--- src/hw/iss_pkg.sv ---
// Constants and types shared by the instruction sequencer block.
package iss_pkg;

  // Program counter and stack geometry.
  localparam int PcWidth = 13;
  localparam int StackDepth = 8;
  localparam int StackPtrWidth = 3;
  localparam logic [3:0] DepthEmpty = 4'h0;
  localparam logic [3:0] DepthFull = 4'h8;

  // Register byte offsets on the APB slave.
  localparam logic [11:0] OffPcLow = 12'h000;
  localparam logic [11:0] OffStatus = 12'h004;
  localparam logic [11:0] OffControl = 12'h008;
  localparam logic [11:0] OffAccum = 12'h00C;

  // Status flag positions.
  localparam int FlagC = 0;
  localparam int FlagAc = 1;
  localparam int FlagZ = 2;
  localparam int FlagOv = 3;

  // Control register field position.
  localparam int CtrlBank = 0;

  // Reset values and the default interrupt vector.
  localparam logic [3:0] PhaseReset = 4'h1;
  localparam logic [12:0] PcReset = 13'h0000;
  localparam logic [12:0] IntVectorDefault = 13'h0004;

  // Kind of work the executing instruction asks for.
  typedef enum logic [3:0] {
    KNop, KAlu, KJump, KCall, KSubReturn, KIntReturn, KSkipZ, KSkipNz
  } iss_kind_e;

  // ALU operation select.
  typedef enum logic [3:0] {
    AAdd, AAdc, ASub, ASbc, ADecAdj, AAnd, AOr, AXor,
    ACpl, ARr, ARrc, ARl, ARlc, AInc, ADec, AMov
  } iss_alu_e;

  // Decoded instruction word delivered by the fetch path.
  typedef struct packed {
    iss_kind_e kind;
    logic ext;
    iss_alu_e aluOp;
    logic toMem;
    logic [12:0] target;
    logic [7:0] operand;
  } iss_instr_s;

  // Result write toward the data memory bus.
  typedef struct packed {
    logic valid;
    logic [7:0] data;
  } iss_wr_s;

  // Whole state of the sequencer.
  typedef struct packed {
    logic [3:0] phase;
    logic [12:0] pc;
    logic bank;
    iss_instr_s fetched;
    logic [12:0] fetchedAddr;
    logic fetchedValid;
    iss_instr_s exec;
    logic [12:0] execAddr;
    logic execValid;
    logic extSecond;
    logic [7:0] acc;
    logic [3:0] flags;
    logic [StackDepth-1:0][12:0] stack;
    logic [StackPtrWidth-1:0] top;
    logic [3:0] depth;
    logic pclPend;
    logic [7:0] pclVal;
    logic intAck;
    iss_wr_s dataWr;
  } iss_state_s;

endpackage

--- src/hw/iss_sequencer.sv ---
// Instruction sequencer with phase clocks, program counter, stack and ALU.
//
// Decided for this implementation: the APB slave port and the register offsets.
`timescale 1ns/1ns
module iss_sequencer #(
  parameter logic [12:0] IntVector = iss_pkg::IntVectorDefault
) (
  input wire logic clk,
  input wire logic resetn,
  input wire logic psel,
  input wire logic penable,
  input wire logic pwrite,
  input wire logic [11:0] paddr,
  input wire logic [31:0] pwdata,
  output logic [31:0] prdata,
  output logic pready,
  output logic pslverr,
  output logic [13:0] fetchAddr,
  output logic fetchStrobe,
  input wire iss_pkg::iss_instr_s fetchInstr,
  output iss_pkg::iss_wr_s dataWr,
  input wire logic intReq,
  output logic intAck,
  output logic stackFull,
  output logic [3:0] phaseOneHot
);
  import iss_pkg::*;

  // Every flip-flop lives in one packed struct. The combinational block
  // below builds the next copy and one clocked process registers it, so
  // no field can ever pick up a second driver.
  iss_state_s s;
  iss_state_s n;
  logic apbAccess;
  logic apbMapped;

  // ALU: returns new flags above the 8-bit result.
  function automatic logic [11:0] aluRun(
    input iss_alu_e op,
    input logic [7:0] a,
    input logic [7:0] b,
    input logic [3:0] f
  );
    logic [8:0] sum;
    logic [4:0] low;
    logic [7:0] addend;
    logic cin;
    logic [7:0] r;
    logic [3:0] nf;
    nf = f;
    r = b;
    addend = b;
    cin = 1'b0;
    sum = 9'h000;
    low = 5'h00;
    // Subtract adds the inverted operand with a carry in, so the carry
    // flag reads one when no borrow occurred.
    case (op)
      AAdd, AAdc, ASub, ASbc: begin
        addend = (op == ASub || op == ASbc) ? ~b : b;
        if (op == AAdc || op == ASbc) begin
          cin = f[FlagC];
        end else begin
          cin = (op == ASub);
        end
        sum = {1'b0, a} + {1'b0, addend} + {8'h00, cin};
        low = {1'b0, a[3:0]} + {1'b0, addend[3:0]} + {4'h0, cin};
        r = sum[7:0];
        nf[FlagC] = sum[8];
        nf[FlagAc] = low[4];
        nf[FlagOv] = (a[7] == addend[7]) && (r[7] != a[7]);
      end
      ADecAdj: begin
        sum = {1'b0, a};
        if (a[3:0] > 4'h9 || f[FlagAc]) begin
          sum = sum + 9'h006;
        end
        if (sum[8:4] > 5'h09 || f[FlagC]) begin
          sum = sum + 9'h060;
        end
        r = sum[7:0];
        nf[FlagC] = sum[8] | f[FlagC];
      end
      AAnd: r = a & b;
      AOr: r = a | b;
      AXor: r = a ^ b;
      ACpl: r = ~b;
      ARr: r = {b[0], b[7:1]};
      ARrc: begin
        r = {f[FlagC], b[7:1]};
        nf[FlagC] = b[0];
      end
      ARl: r = {b[6:0], b[7]};
      ARlc: begin
        r = {b[6:0], f[FlagC]};
        nf[FlagC] = b[7];
      end
      AInc: r = b + 8'h01;
      ADec: r = b - 8'h01;
      AMov: r = b;
      default: r = b;
    endcase
    // Rotates leave the zero flag alone; everything else refreshes it.
    if (!(op inside {ARr, ARrc, ARl, ARlc})) begin
      nf[FlagZ] = (r == 8'h00);
    end
    return {nf, r};
  endfunction

  // APB decode: zero wait states, unmapped offsets answer with an error.
  // The slave never stalls, so a transfer ends in its first access cycle.
  // Software can reach neither the stack nor its pointer.
  assign apbAccess = psel && penable;
  assign apbMapped = (paddr == OffPcLow) || (paddr == OffStatus) ||
                     (paddr == OffControl) || (paddr == OffAccum);
  assign pready = 1'b1;
  assign pslverr = apbAccess && !apbMapped;

  // Read data mux; the stack and its pointer have no address.
  // low byte only
  always_comb begin
    prdata = 32'h0000_0000;
    case (paddr)
      OffPcLow: prdata[7:0] = s.pc[7:0];
      OffStatus: prdata[3:0] = s.flags;
      OffControl: prdata[CtrlBank] = s.bank;
      OffAccum: prdata[7:0] = s.acc;
      default: prdata = 32'h0000_0000;
    endcase
  end

  // Next state of the whole sequencer.
  // The four phases run as a one-hot ring. Fetch happens on the first
  // phase, and the instruction fetched one cycle earlier completes on
  // the last phase, which is where every redirect is decided.
  // Only one redirect wins per cycle: the executing instruction first,
  // then a queued low byte write, then an interrupt.
  // An interrupt is taken only while a valid prefetched word exists, so
  // the address pushed is always one that has not yet run.
  always_comb begin
    logic [11:0] aluOut;
    logic redirect;
    logic [12:0] tgt;
    logic doPush;
    logic [12:0] pushVal;
    logic doPop;
    logic doWrite;
    logic skipTaken;
    aluOut = 12'h000;
    redirect = 1'b0;
    tgt = s.pc;
    doPush = 1'b0;
    pushVal = s.pc;
    doPop = 1'b0;
    doWrite = 1'b0;
    skipTaken = 1'b0;
    n = s;
    n.intAck = 1'b0;
    n.dataWr.valid = 1'b0;

    n.phase = {s.phase[2:0], s.phase[3]};

    if (s.phase[0] && !s.extSecond) begin
      n.fetched = fetchInstr;
      n.fetchedAddr = s.pc;
      n.fetchedValid = 1'b1;
      n.pc = s.pc + 13'h0001;
    end

    // Execution completes at the end of the last phase.
    if (s.phase[3]) begin
      aluOut = aluRun(s.exec.aluOp, s.acc, s.exec.operand, s.flags);
      if (s.execValid && s.exec.ext && !s.extSecond) begin
        n.extSecond = 1'b1;
      end else begin
        n.extSecond = 1'b0;
        n.exec = s.fetched;
        n.execAddr = s.fetchedAddr;
        n.execValid = s.fetchedValid;
        n.fetchedValid = 1'b0;
        if (s.execValid) begin
          case (s.exec.kind)
            KAlu: doWrite = 1'b1;
            KSkipZ: begin
              doWrite = 1'b1;
              skipTaken = (aluOut[7:0] == 8'h00);
            end
            KSkipNz: begin
              doWrite = 1'b1;
              skipTaken = (aluOut[7:0] != 8'h00);
            end
            KJump: begin
              redirect = 1'b1;
              tgt = s.exec.target;
            end
            KCall: begin
              redirect = 1'b1;
              tgt = s.exec.target;
              doPush = 1'b1;
              pushVal = s.execAddr + 13'h0001;
            end
            KSubReturn, KIntReturn: begin
              redirect = 1'b1;
              tgt = s.stack[s.top];
              doPop = 1'b1;
            end
            default: redirect = 1'b0;
          endcase
        end
        if (doWrite) begin
          n.flags = aluOut[11:8];
          if (s.exec.toMem) begin
            n.dataWr.valid = 1'b1;
            n.dataWr.data = aluOut[7:0];
          end else begin
            n.acc = aluOut[7:0];
          end
        end
        if (skipTaken) begin
          redirect = 1'b1;
          tgt = s.pc;
        end
        if (!redirect && s.pclPend) begin
          redirect = 1'b1;
          tgt = {s.pc[12:8], s.pclVal};
          n.pclPend = 1'b0;
        end else if (!redirect && intReq && s.fetchedValid &&
                     s.depth != DepthFull) begin
          redirect = 1'b1;
          tgt = IntVector;
          doPush = 1'b1;
          pushVal = s.fetchedAddr;
          n.intAck = 1'b1;
        end
        if (redirect) begin
          n.pc = tgt;
          n.execValid = 1'b0;
          n.fetchedValid = 1'b0;
        end
      end
    end

    // The stack is a ring of eight words. A push on a full stack moves
    // the top over the oldest word, which is then lost; the depth count
    // saturates so the full flag stays set. A pop on an empty stack only
    // moves the pointer, so a stray return cannot wrap the depth to full.
    // circular eight-entry stack
    if (doPush) begin
      n.top = s.top + 3'h1;
      n.stack[n.top] = pushVal;
      if (s.depth != DepthFull) begin
        n.depth = s.depth + 4'h1;
      end
    end else if (doPop) begin
      n.top = s.top - 3'h1;
      if (s.depth != DepthEmpty) begin
        n.depth = s.depth - 4'h1;
      end
    end

    // Register writes; a new low byte write wins over the one consumed.
    // A flag write in the same cycle as an ALU result is applied last,
    // so software wins over the hardware update.
    if (apbAccess && pwrite && apbMapped) begin
      case (paddr)
        OffPcLow: begin
          n.pclPend = 1'b1;
          n.pclVal = pwdata[7:0];
        end
        OffStatus: n.flags = pwdata[3:0];
        OffControl: n.bank = pwdata[CtrlBank];
        default: n.bank = s.bank;
      endcase
    end
  end

  // State register.
  // Reset clears the whole struct, then sets the first phase, the reset
  // vector and an empty stack.
  always_ff @(posedge clk or negedge resetn) begin
    if (!resetn) begin
      s <= '0;
      s.phase <= PhaseReset;
      s.pc <= PcReset;
      s.depth <= DepthEmpty;
    end else begin
      s <= n;
    end
  end

  // Outputs straight from state.
  // The fetch address carries the bank bit above the thirteen-bit counter.
  assign fetchAddr = {s.bank, s.pc};
  assign fetchStrobe = s.phase[0] && !s.extSecond;
  assign dataWr = s.dataWr;
  assign intAck = s.intAck;
  assign stackFull = (s.depth == DepthFull);
  assign phaseOneHot = s.phase;

endmodule

--- config.mk ---
export PLATFORM = sky130hd
export DESIGN_NAME = iss_sequencer
export DESIGN_NICKNAME = d
export VERILOG_FILES = /design/src/hw/iss_pkg.sv /design/src/hw/iss_sequencer.sv
export SDC_FILE = /design/constraint.sdc
export NUM_CORES = 1
export LEC_CHECK = 0
export BUFFER_PORTS_ARGS = -buffer_cell sky130_fd_sc_hd__buf_2
export CORE_MARGIN = 5
export CORE_UTILIZATION = 35
export CTS_BUF_LIST = sky130_fd_sc_hd__clkbuf_8
export DETAILED_ROUTE_END_ITERATION = 8
export GPL_ROUTABILITY_DRIVEN = 0
export PLACE_DENSITY = 0.53
export SETUP_SLACK_MARGIN = 0.4
export SYNTH_ARGS = -nofsm -noshare
export SYNTH_HDL_FRONTEND = slang
export SYNTH_SLANG_ARGS = --single-unit
--- constraint.sdc ---
create_clock -name clk -period 11.4 [get_ports clk]
set_clock_uncertainty 0.15 [all_clocks]
set_input_delay 2.28 -clock clk [delete_from_list [all_inputs] [get_ports clk]]
set_output_delay 2.28 -clock clk [all_outputs]
set_load 0.03 [all_outputs]
* Word level (Yosys, flattened, before mapping)
Index checks and enable logic that the tools add are counted.
** Word-level totals
- Input bits :: 81
- Logic and storage cells :: 236
- Output and inout port bits :: 64
- Register bits after elaboration :: 251
** Cells by class
- $add $sub $neg :: 14
- Bitwise operators :: 7
- Order comparisons :: 5
- Mux-type cells :: 91
- Eq/ne operators :: 37
- Reductions and logical operators :: 44
** Operator list (count)
- two-way mux 13 bit :: 16
- bitwise mux 104 bit :: 1
- case mux 8 bit (13 select lines) :: 1
- two-way mux 9 bit :: 10
- two-way mux 59 bit :: 1
- two-way mux 46 bit :: 1
- two-way mux 1 bit :: 40
- binary-select mux 13 bit (select 3 bit) :: 1
- demux 13 bit (select 3 bit) :: 1
- equality test 4 bit, second input constant :: 9
- equality test 4 x 3 -> 1 bit, second input constant :: 8
- adder 13 x 1 -> 13 bit, second input constant :: 2
- case mux 13 bit (2 select lines) :: 1
- equality test 12 x 4 -> 1 bit, second input constant :: 2
- two-way mux 12 bit :: 2
- two-way mux 8 bit :: 3
- two-way mux 10 bit :: 2
- equality test 4 x 2 -> 1 bit, second input constant :: 4
- two-way mux 4 bit :: 4
- two-way mux 7 bit :: 2
- logical AND 1 bit :: 13
- equality test 12 x 3 -> 1 bit, second input constant :: 1
- logical NOT 12 bit :: 1
- inequality test 6 bit, second input constant :: 2
- 47 further kinds :: 70

* Depth between registers and ports, before layout
Gate-level depths: netlist of the first run.
- Depth after elaboration :: 33
- Depth in mapped cells :: 26
- Mapped depth without buffers :: 24

* Worst setup path after synthesis of the first run
Ideal clock, no wire load.
- Path kind :: input to output
- Start :: input paddr[2]
- End :: output prdata[4]
- Buffers on the path :: 1
- Stages :: 4
- Path slack :: 5636 ps
- Data required time :: 8970 ps
- Arrival time :: 3334 ps
- Path through :: clkbuf_1 > nor2_1 > nand2_1 > a21oi_1
** On the way
- Longest elaborated chain between the ends :: 2
- Elaborated cells between the ends (all ways) :: 3
- Those cells by class :: 1 x eq/ne; 1 x mux; 1 x reduce/logical
** Ends and longest elaborated chain
- start: declaration :: line iss_sequencer.sv:13 : input wire logic [11:0] paddr,
- equality test 12 x 4 -> 1 bit / logical NOT 12 bit (equally long branches) :: line iss_sequencer.sv:123 : case (paddr)
- case mux 4 bit (2 select lines) (*) :: line iss_sequencer.sv:123
- end: declaration :: line iss_sequencer.sv:15 : output logic [31:0] prdata,
Mark *: on every way between the ends. The rest lies on a longest branch, timed or not.

* Final worst setup path of the first run
- Start :: register s[181] in the netlist's numbering
- End :: register s[22] in the netlist's numbering
** On the way
- Longest elaborated chain between the ends :: 26
- Elaborated cells between the ends (all ways) :: 50
- Those cells by class :: 2 x add/sub; 16 x eq/ne; 18 x mux; 14 x reduce/logical
** Ends and longest elaborated chain
- start: declaration :: line iss_sequencer.sv:32 : iss_state_s s;
- start signal: assignment :: line iss_sequencer.sv:287 : s <= n;
- branches (longest 6 deep; another with adder 8 x 8 -> 9 bit)
- case mux 8 bit (13 select lines) (*) :: line iss_sequencer.sv:58 : case (op)
- two-way mux 8 bit (*) :: line iss_sequencer.sv:171 : if (s.phase[3]) begin
- nonzero test 8 bit / logical NOT 8 bit (equally long branches) :: line iss_sequencer.sv:190, iss_sequencer.sv:186
- case mux 1 bit (2 select lines) (*) :: line iss_sequencer.sv:182 : case (s.exec.kind)
- two-way mux 1 bit (*) :: line iss_sequencer.sv:181 : if (s.execValid) begin
- two-way mux 1 bit (*) :: line iss_sequencer.sv:173 : if (s.execValid && s.exec.ext && !s.extSecond) begin
- two-way mux 1 bit (*) :: line iss_sequencer.sv:171
- [3 not listed]
- logical NOT 1 bit (*) :: line iss_sequencer.sv:223, iss_sequencer.sv:227
- logical AND 1 bit (3 in a row) :: line iss_sequencer.sv:227 : end else if (!redirect && intReq && s.fetchedValid &&
- two-way mux 1 bit :: line iss_sequencer.sv:227
- two-way mux 1 bit (*) :: line iss_sequencer.sv:223 : if (!redirect && s.pclPend) begin
- two-way mux 1 bit (*) :: line iss_sequencer.sv:173
- two-way mux 1 bit (*) :: line iss_sequencer.sv:171
- inequality test 2 x 1 -> 1 bit (no line) / nonzero test 2 bit (equally long branches)
- AND reduction 3 bit (no line)
Every way passes the cells marked *. The select of a mux whose other input is x is not followed.
A chain may end at the register's enable or synchronous reset.

==> flow_summary.yaml, run 1 <==
layout:
  final_util_pct: 39.12
  areaGrowthSynthToFinish_pct: 11.23
  final_common_cell: "nand2_1"
  drive_gt1_share_pct: 19.36
  fin_nets: 1680
  n_fill_cell: 4111
  layout_common_cells: "356 x nand2_1, 249 x dfrtp_1, 109 x o21ai_0"
  diodes: 0
timing:
  hold_viol_final: 0
  slew_violations: 0
  fmax_mhz: 139.9
  rsz0062_at_grt: "false"
  hold_slack_ns: 0.2087
  fin_ws_ns: 4.253
  min_period_ns: 7.147
  finalSetupViolCount: 0
  worst_slew_pin_slew_ns: 1.101
  fin_crit_sh_pct: 62.70
  tns_ns: 0
  slew_headroom_pct: 26.37
power:
  ir_worst_vdd_mv: 0.06578
  p_leak_uw: 0.007224
  pwr-share-comb_pct: 2.4
  intPower_uw: 1393
  pwr-share-seq_pct: 49.0
  power_switching_uw: 427.4
  power.density_nw_per_um2: 114.7
  p_clk_share_pct: 48.6
  switching_share_pct: 23.48
cts:
  clockRootBuffer: "clkbuf_8"
  htree_levels: 2
  clk_latency_ns: 0.59
  post_cts_resized: 0
  cts_setup_buffers: 0
  clock-sinks: 251
  cts_hold_buf: 0
  cts_buffers: 46
  clk_path_buf_depth: 3
  path_clk_slew_ns: 0.06
  cts_tree: "done"
worst_setup_path:
  worstPathRequired_ns: 11.67
  worstSetupPathType: "flip-flop to flip-flop"
  arrival_ns: 7.42
  critPathBufInv: 4
  critPathMaxStageDelay_ns: 0.70
  slowest_stage: "nor2_1"
  crit_path_start_kind: "flip-flop"
  critPathMaxFanout: 33
  cp_cell_sequence: "buf_4 -> inv_1 -> nand2_1 -> nor2_1 -> xnor2_1 -> fa_1 -> inv_1 -> fa_1 -> a21o_1 -> a21oi_1 -> xor2_1 -> a2bb2oi_1 -> or4b_4 -> o31a_1 -> or3_1 -> a21oi_4 -> inv_4 -> ha_1 -> a21o_1 -> a21oi_1 -> a22oi_1 -> o21ai_0 -> o21ai_0"
  crit_family: "simple AND/OR/NAND/NOR gates"
  end_kind: "flip-flop"
placed_design:
  dp_slack_ns: 4.288
  dp_hpwl_um: 28040
  io_buffer_count: 95
flow_run:
  max-cap-violations: 0
synthesis:
  synth_top_area_cell: "dfrtp_1"
  ys_seq_elements: 251
  synth_top_area_share_pct: 43.86
  ys_types: 88
  synth_area_um2: 14260
  synth_seq_area_share_pct: 44.04
  ys_warn_count: 0
  synthArstFlopShare_pct: 100.0
  syn_inst: 1502
  synth_edf_count: 0
  synth.area.top_cells: "dfrtp_1 44%, nand2_1 9.4%, mux2_2 5.5%, mux4_2 4.3%, o21ai_0 3.9%"
  syn_area_per_cell_um2: 9.497
  ys.flop_type: "dfrtp_1"
die:
  dieArea_um2: 44900
  start_util_pct: 35.18
  ios: 145
  rows: 74
  core_area_um2: 40550
  fp.dieW_um: 211.9
  fp.dieH_um: 211.9
global_route:
  gr-usage-all-layers_pct: 17.82
  grt_pass1_wl_um: 63390
  grt-ovfl-total: 0
  grt_antenna_before_repair: 0
  grt_pass1_vias: 10960
  grt_max_degree: 119
detailed_routing:
  first_pass_iters: 5
  num_vias: 11220
  wire_per_inst_um: 19.01
  ant_nets: 0
  drt-initial-drc-count: 873
  post-route-drc-count: 0
  wirelength_um: 40370
  vias_per_cell: 5.285
outcome:
  status: "completed"
worst_hold_path:
  min_path_type: "flip-flop to flip-flop"
[synthesized netlist by cell type (21+ instances only)]
cell / n
o21ai_0: 110
inv_1: 37
nand3_1: 32
ha_1: 38
mux4_2: 27
buf_4: 56
xnor2_1: 29
dfrtp_1: 250
nand2_1: 356
a21oi_1: 48
nor2_1: 63
a211oi_1: 21
mux2_2: 70
clkbuf_1: 47
[power groups by stage]
| stage | combinational (uW) | clock [uW] | sequential, uW |
|---|---|---|---|
| floorplan | 20.8 | 0 | 908 |
| global placement | 45.6 | 0 | 907 |
| detailed placement | 45.9 | 0 | 907 |
| CTS | 46.0 | 910 | 892 |
| global route | 50.5 | 951 | 891 |
| finish | 44.3 | 884 | 892 |
[through the flow]
step / cell area (um^2) / power [uW] / std cells
4_1_cts: 15870 / 1847 / 2123
5_1_grt: 15870 / 1892 / 2123
6_report: 15870 / 1820 / 2123
2_1_floorplan: 14350 / 928.4 / 1525
3_5_place_dp: 14920 / 953.3 / 2041
3_3_place_gp: 14920 / 953.0 / 2041
[worst reg2reg max path, delay by kind of cell, from the launching register on]
family                     cells  cell delay, ns
adders and majority gates      3            0.93
and+or+nand+nor                4            2.18
xor gates and xnor gates       2            0.42
DFF                            1            0.36
buffers and inverters          4            0.82
AOI/OAI and AO/OA             10            2.15
[metal layers]
metal  routed length, um  global-route usage, %  vias to the layer above
met2               18180                  27.81                      320
met3                2327                  3.023                       60
met5                   0                      0                        -
met1               18770                  25.50                     5504
li1                    -                      -                     5335
met4                1081                  5.486                        0
[logic make-up (layout without fill, tap and decap cells)]
| group | Yosys count | after routing | share of synthesized area [%] |
|---|---|---|---|
| other | 2 | 25 | 0.05265 |
| multiplexers | 112 | 112 | 10.84 |
| adder cells (fa/ha/maj) | 42 | 42 | 3.894 |
| AND/OR/NAND/NOR | 562 | 562 | 17.38 |
| buffers and inverters | 171 | 237 | 6.412 |
| XOR/XNOR | 40 | 40 | 2.456 |
| AO/OA/AOI/OAI | 322 | 322 | 14.93 |
| flip-flops | 251 | 251 | 44.04 |
[area by class of cell]
class	instances	area, um^2	area share, %
Clock buffer	56	770.7	4.858
Clock inverter	26	176.4	1.112
Inverter	41	156.4	0.9857
Multi-Input combinational cell	1103	7186	45.29
Sequential cell	251	6284	39.60
Tap cell	532	665.6	4.195
Timing Repair Buffer	114	628.1	3.959
[worst paths after layout]
check	cells past startpoint	to	slack (ns)	start
min reg2reg	0	phaseOneHot[3]	0.21	phaseOneHot[2]
max reg2reg	23	s[22]	4.25	s[181]
max	23	s[22]	4.25	s[181]
max in group asynchronous	2	s[130]	7.97	resetn
min	0	phaseOneHot[3]	0.21	phaseOneHot[2]
min in group asynchronous	1	s[50]	1.61	resetn
[sequential cells by signal, summed over array words and instances (netlist names)]
signal	count
dataWr	9
fetchAddr	14
intAck	1
phaseOneHot	4
s	223
Power figures use the tool's default switching activity.
==> run 2, diff against run 1 <==
==> constraint.sdc (replaced) <==
create_clock -name clk -period 6.8 [get_ports clk]
set_clock_uncertainty 0.15 [all_clocks]
set_input_delay 1.36 -clock clk [delete_from_list [all_inputs] [get_ports clk]]
set_output_delay 1.36 -clock clk [all_outputs]
set_load 0.03 [all_outputs]
==> run 2 against run 1 <==
Net effect:
- setup slack got worse by 3.6 ns
- fmax rose by 17%
- sequential cell count did not move
- final area rose by 0.88%
- power rose by 66%
- count of clock-buffer cells in the layout rose by 4
- register-to-register slack got worse by 3.6 ns
- utilization rose by 0.34 points
- worst hold slack improved by 0.015 ns
- largest cell class unchanged
- global-route usage rose by 0.45 points
- via count rose by 1.7%
==> flow_summary.yaml, run 2 (synthesis gave the netlist of run 1 again) <==
outcome:
  status: "completed"
die:
  fp.dieH_um: 211.9
  rows: 74
  start_util_pct: 35.18
  core_area_um2: 40550
  fp.dieW_um: 211.9
  dieArea_um2: 44900
  ios: 145
detailed_routing:
  ant_nets: 0
  vias_per_cell: 5.323
  num_vias: 11410
  wire_per_inst_um: 19.43
  post-route-drc-count: 0
  first_pass_iters: 5
  wirelength_um: 41630
  drt-initial-drc-count: 774
placed_design:
  postPlaceCellArea_um2: 15070
  io_buffer_count: 95
  dp_hpwl_um: 28860
timing:
  finalSetupViolCount: 0
  hold_viol_final: 0
  slew_headroom_pct: 22.03
  tns_ns: 0
  min_period_ns: 6.111
  fin_crit_sh_pct: 89.86
  fmax_mhz: 163.6
  slew_violations: 0
  rsz0062_at_grt: "false"
  worst_slew_pin_slew_ns: 1.160
cts:
  cts_buffers: 47
  clk_path_buf_depth: 3
  cts_setup_buffers: 0
  path_clk_slew_ns: 0.06
  cts_tree: "done"
  clockRootBuffer: "clkbuf_8"
  htree_levels: 2
  cts_hold_buf: 0
  post_cts_resized: 0
  clock-sinks: 251
  clk_latency_ns: 0.62
layout:
  areaGrowthSynthToFinish_pct: 12.20
  layout_common_cells: "356 x nand2_1, 249 x dfrtp_1, 109 x o21ai_0"
  final_common_cell: "nand2_1"
  multi_input_area_um2: 7186
  regMostFlops: "s"
  drive_gt1_share_pct: 20.17
  largest_register_ffs: 223
  n_fill_cell: 4071
  diodes: 0
  fin_nets: 1699
  regArea_um2: 6284
  design_area_um2: 16010
worst_setup_path:
  worstReg2RegStart: "s[182]"
  slowest_stage: "or4b_4"
  timing.rr.end: "s[22]"
  critPathMaxStageDelay_ns: 0.64
  end_kind: "flip-flop"
  cp_cell_sequence: "buf_4 -> and2_1 -> nand3_1 -> inv_1 -> ha_1 -> xnor2_1 -> a2111oi_2 -> a211oi_1 -> a311oi_2 -> a21oi_1 -> or4b_4 -> o31a_1 -> or3_1 -> a21oi_4 -> inv_4 -> ha_1 -> a21o_1 -> a21oi_1 -> a22oi_1 -> o21ai_0 -> o21ai_0"
  crit_path_start_kind: "flip-flop"
  worstSetupPathType: "flip-flop to flip-flop"
  reg2regPathDepth: 21
  worstPathRequired_ns: 7.14
  arrival_ns: 6.45
  r2r_slack_ns: 0.69
  critPathMaxFanout: 29
power:
  p_leak_uw: 0.007309
  ir_worst_vdd_mv: 0.1098
  power.density_nw_per_um2: 189.3
global_route:
  gr-usage-all-layers_pct: 18.27
  grt_max_degree: 136
  grt-ovfl-total: 0
  grt_pass1_vias: 11050
  grt_pass1_wl_um: 64690
  grt_antenna_before_repair: 1
flow_run:
  max-cap-violations: 0
worst_hold_path:
  hold_path_end: "phaseOneHot[2]"
  min_path_cells: 0
  min_path_type: "flip-flop to flip-flop"
  holdCritStartpoint: "phaseOneHot[1]"
==> run 2: cell types whose count changed in the layout (fill, tap and decap cells not counted) <==
cell | previous run | this run
buf_4 | 19 | 36
bufinv_16 | 2 | 0
clkinv_2 | 5 | 1
buf_12 | 0 | 1
clkbuf_8 | 56 | 60
inv_8 | 1 | 0
clkinv_4 | 0 | 1
clkinvlp_4 | 0 | 1
inv_1 | 53 | 56
==> run 2: final cells by class <==
class,instances,area share (%)
tap,532,4.159
inverter,41,0.9772
clock inverter,24,0.7036
timing repair buffer,132,4.847
sequential,251,39.26
clock buffer,60,5.159
multi-input combinational,1103,44.90
==> run 2: power by group <==
part           leakage, uW  internal, uW  switching, uW
combinational      0.00350          15.8           58.5
sequential         0.00325          1490          0.172
clock             0.000553           791            669
total              0.00731          2300            728
==> run 2: worst max-delay path by stage <==
stage | from | to | slack (ns)
6_report | s[182] | s[22] | 0.69
5_1_grt | s[180] | s[22] | 0.47
3_3_place_gp | s[182] | s[22] | 0.80
2_1_floorplan | s[180] | s[22] | 1.13
4_1_cts | s[182] | s[22] | 0.79
3_5_place_dp | s[182] | s[22] | 0.76
==> run 2: worst max-delay path, delay by kind of cell (launching register included) <==
family	cells	cell delay (ns)
AOI/OAI and AO/OA	11	2.33
adders and majority gates	2	0.61
and+or+nand+nor	4	1.71
DFF	1	0.33
buffers and inverters	3	0.67
xor gates and xnor gates	1	0.19
==> run 2: through the flow <==
| step | util [%] | hold slack (ns) | cells | setup slack, ns | total power (uW) |
|---|---|---|---|---|---|
| finish | 39.47 | 0.2240 | 2143 | 0.6894 | 3030 |
| global route | 39.47 | 0.2377 | 2143 | 0.4700 | 3156 |
| CTS | 39.47 | 0.2258 | 2143 | 0.7930 | 3087 |
| detailed placement | 37.15 | 0.2138 | 2059 | 0.7608 | 1598 |
| global placement | 37.15 | 0.2087 | 2059 | 0.7969 | 1598 |
| floorplan | - | 0.2048 | 1525 | 1.132 | 1556 |
==> run 2: routing by layer <==
layer | vias to the layer above | track usage [%] | share of wire (%)
met5 | - | 0 | 0
li1 | 5361 | - | -
met1 | 5622 | 25.80 | 45
met2 | 350 | 28.44 | 46
met3 | 74 | 3.527 | 6.3
met4 | 0 | 5.931 | 2.8
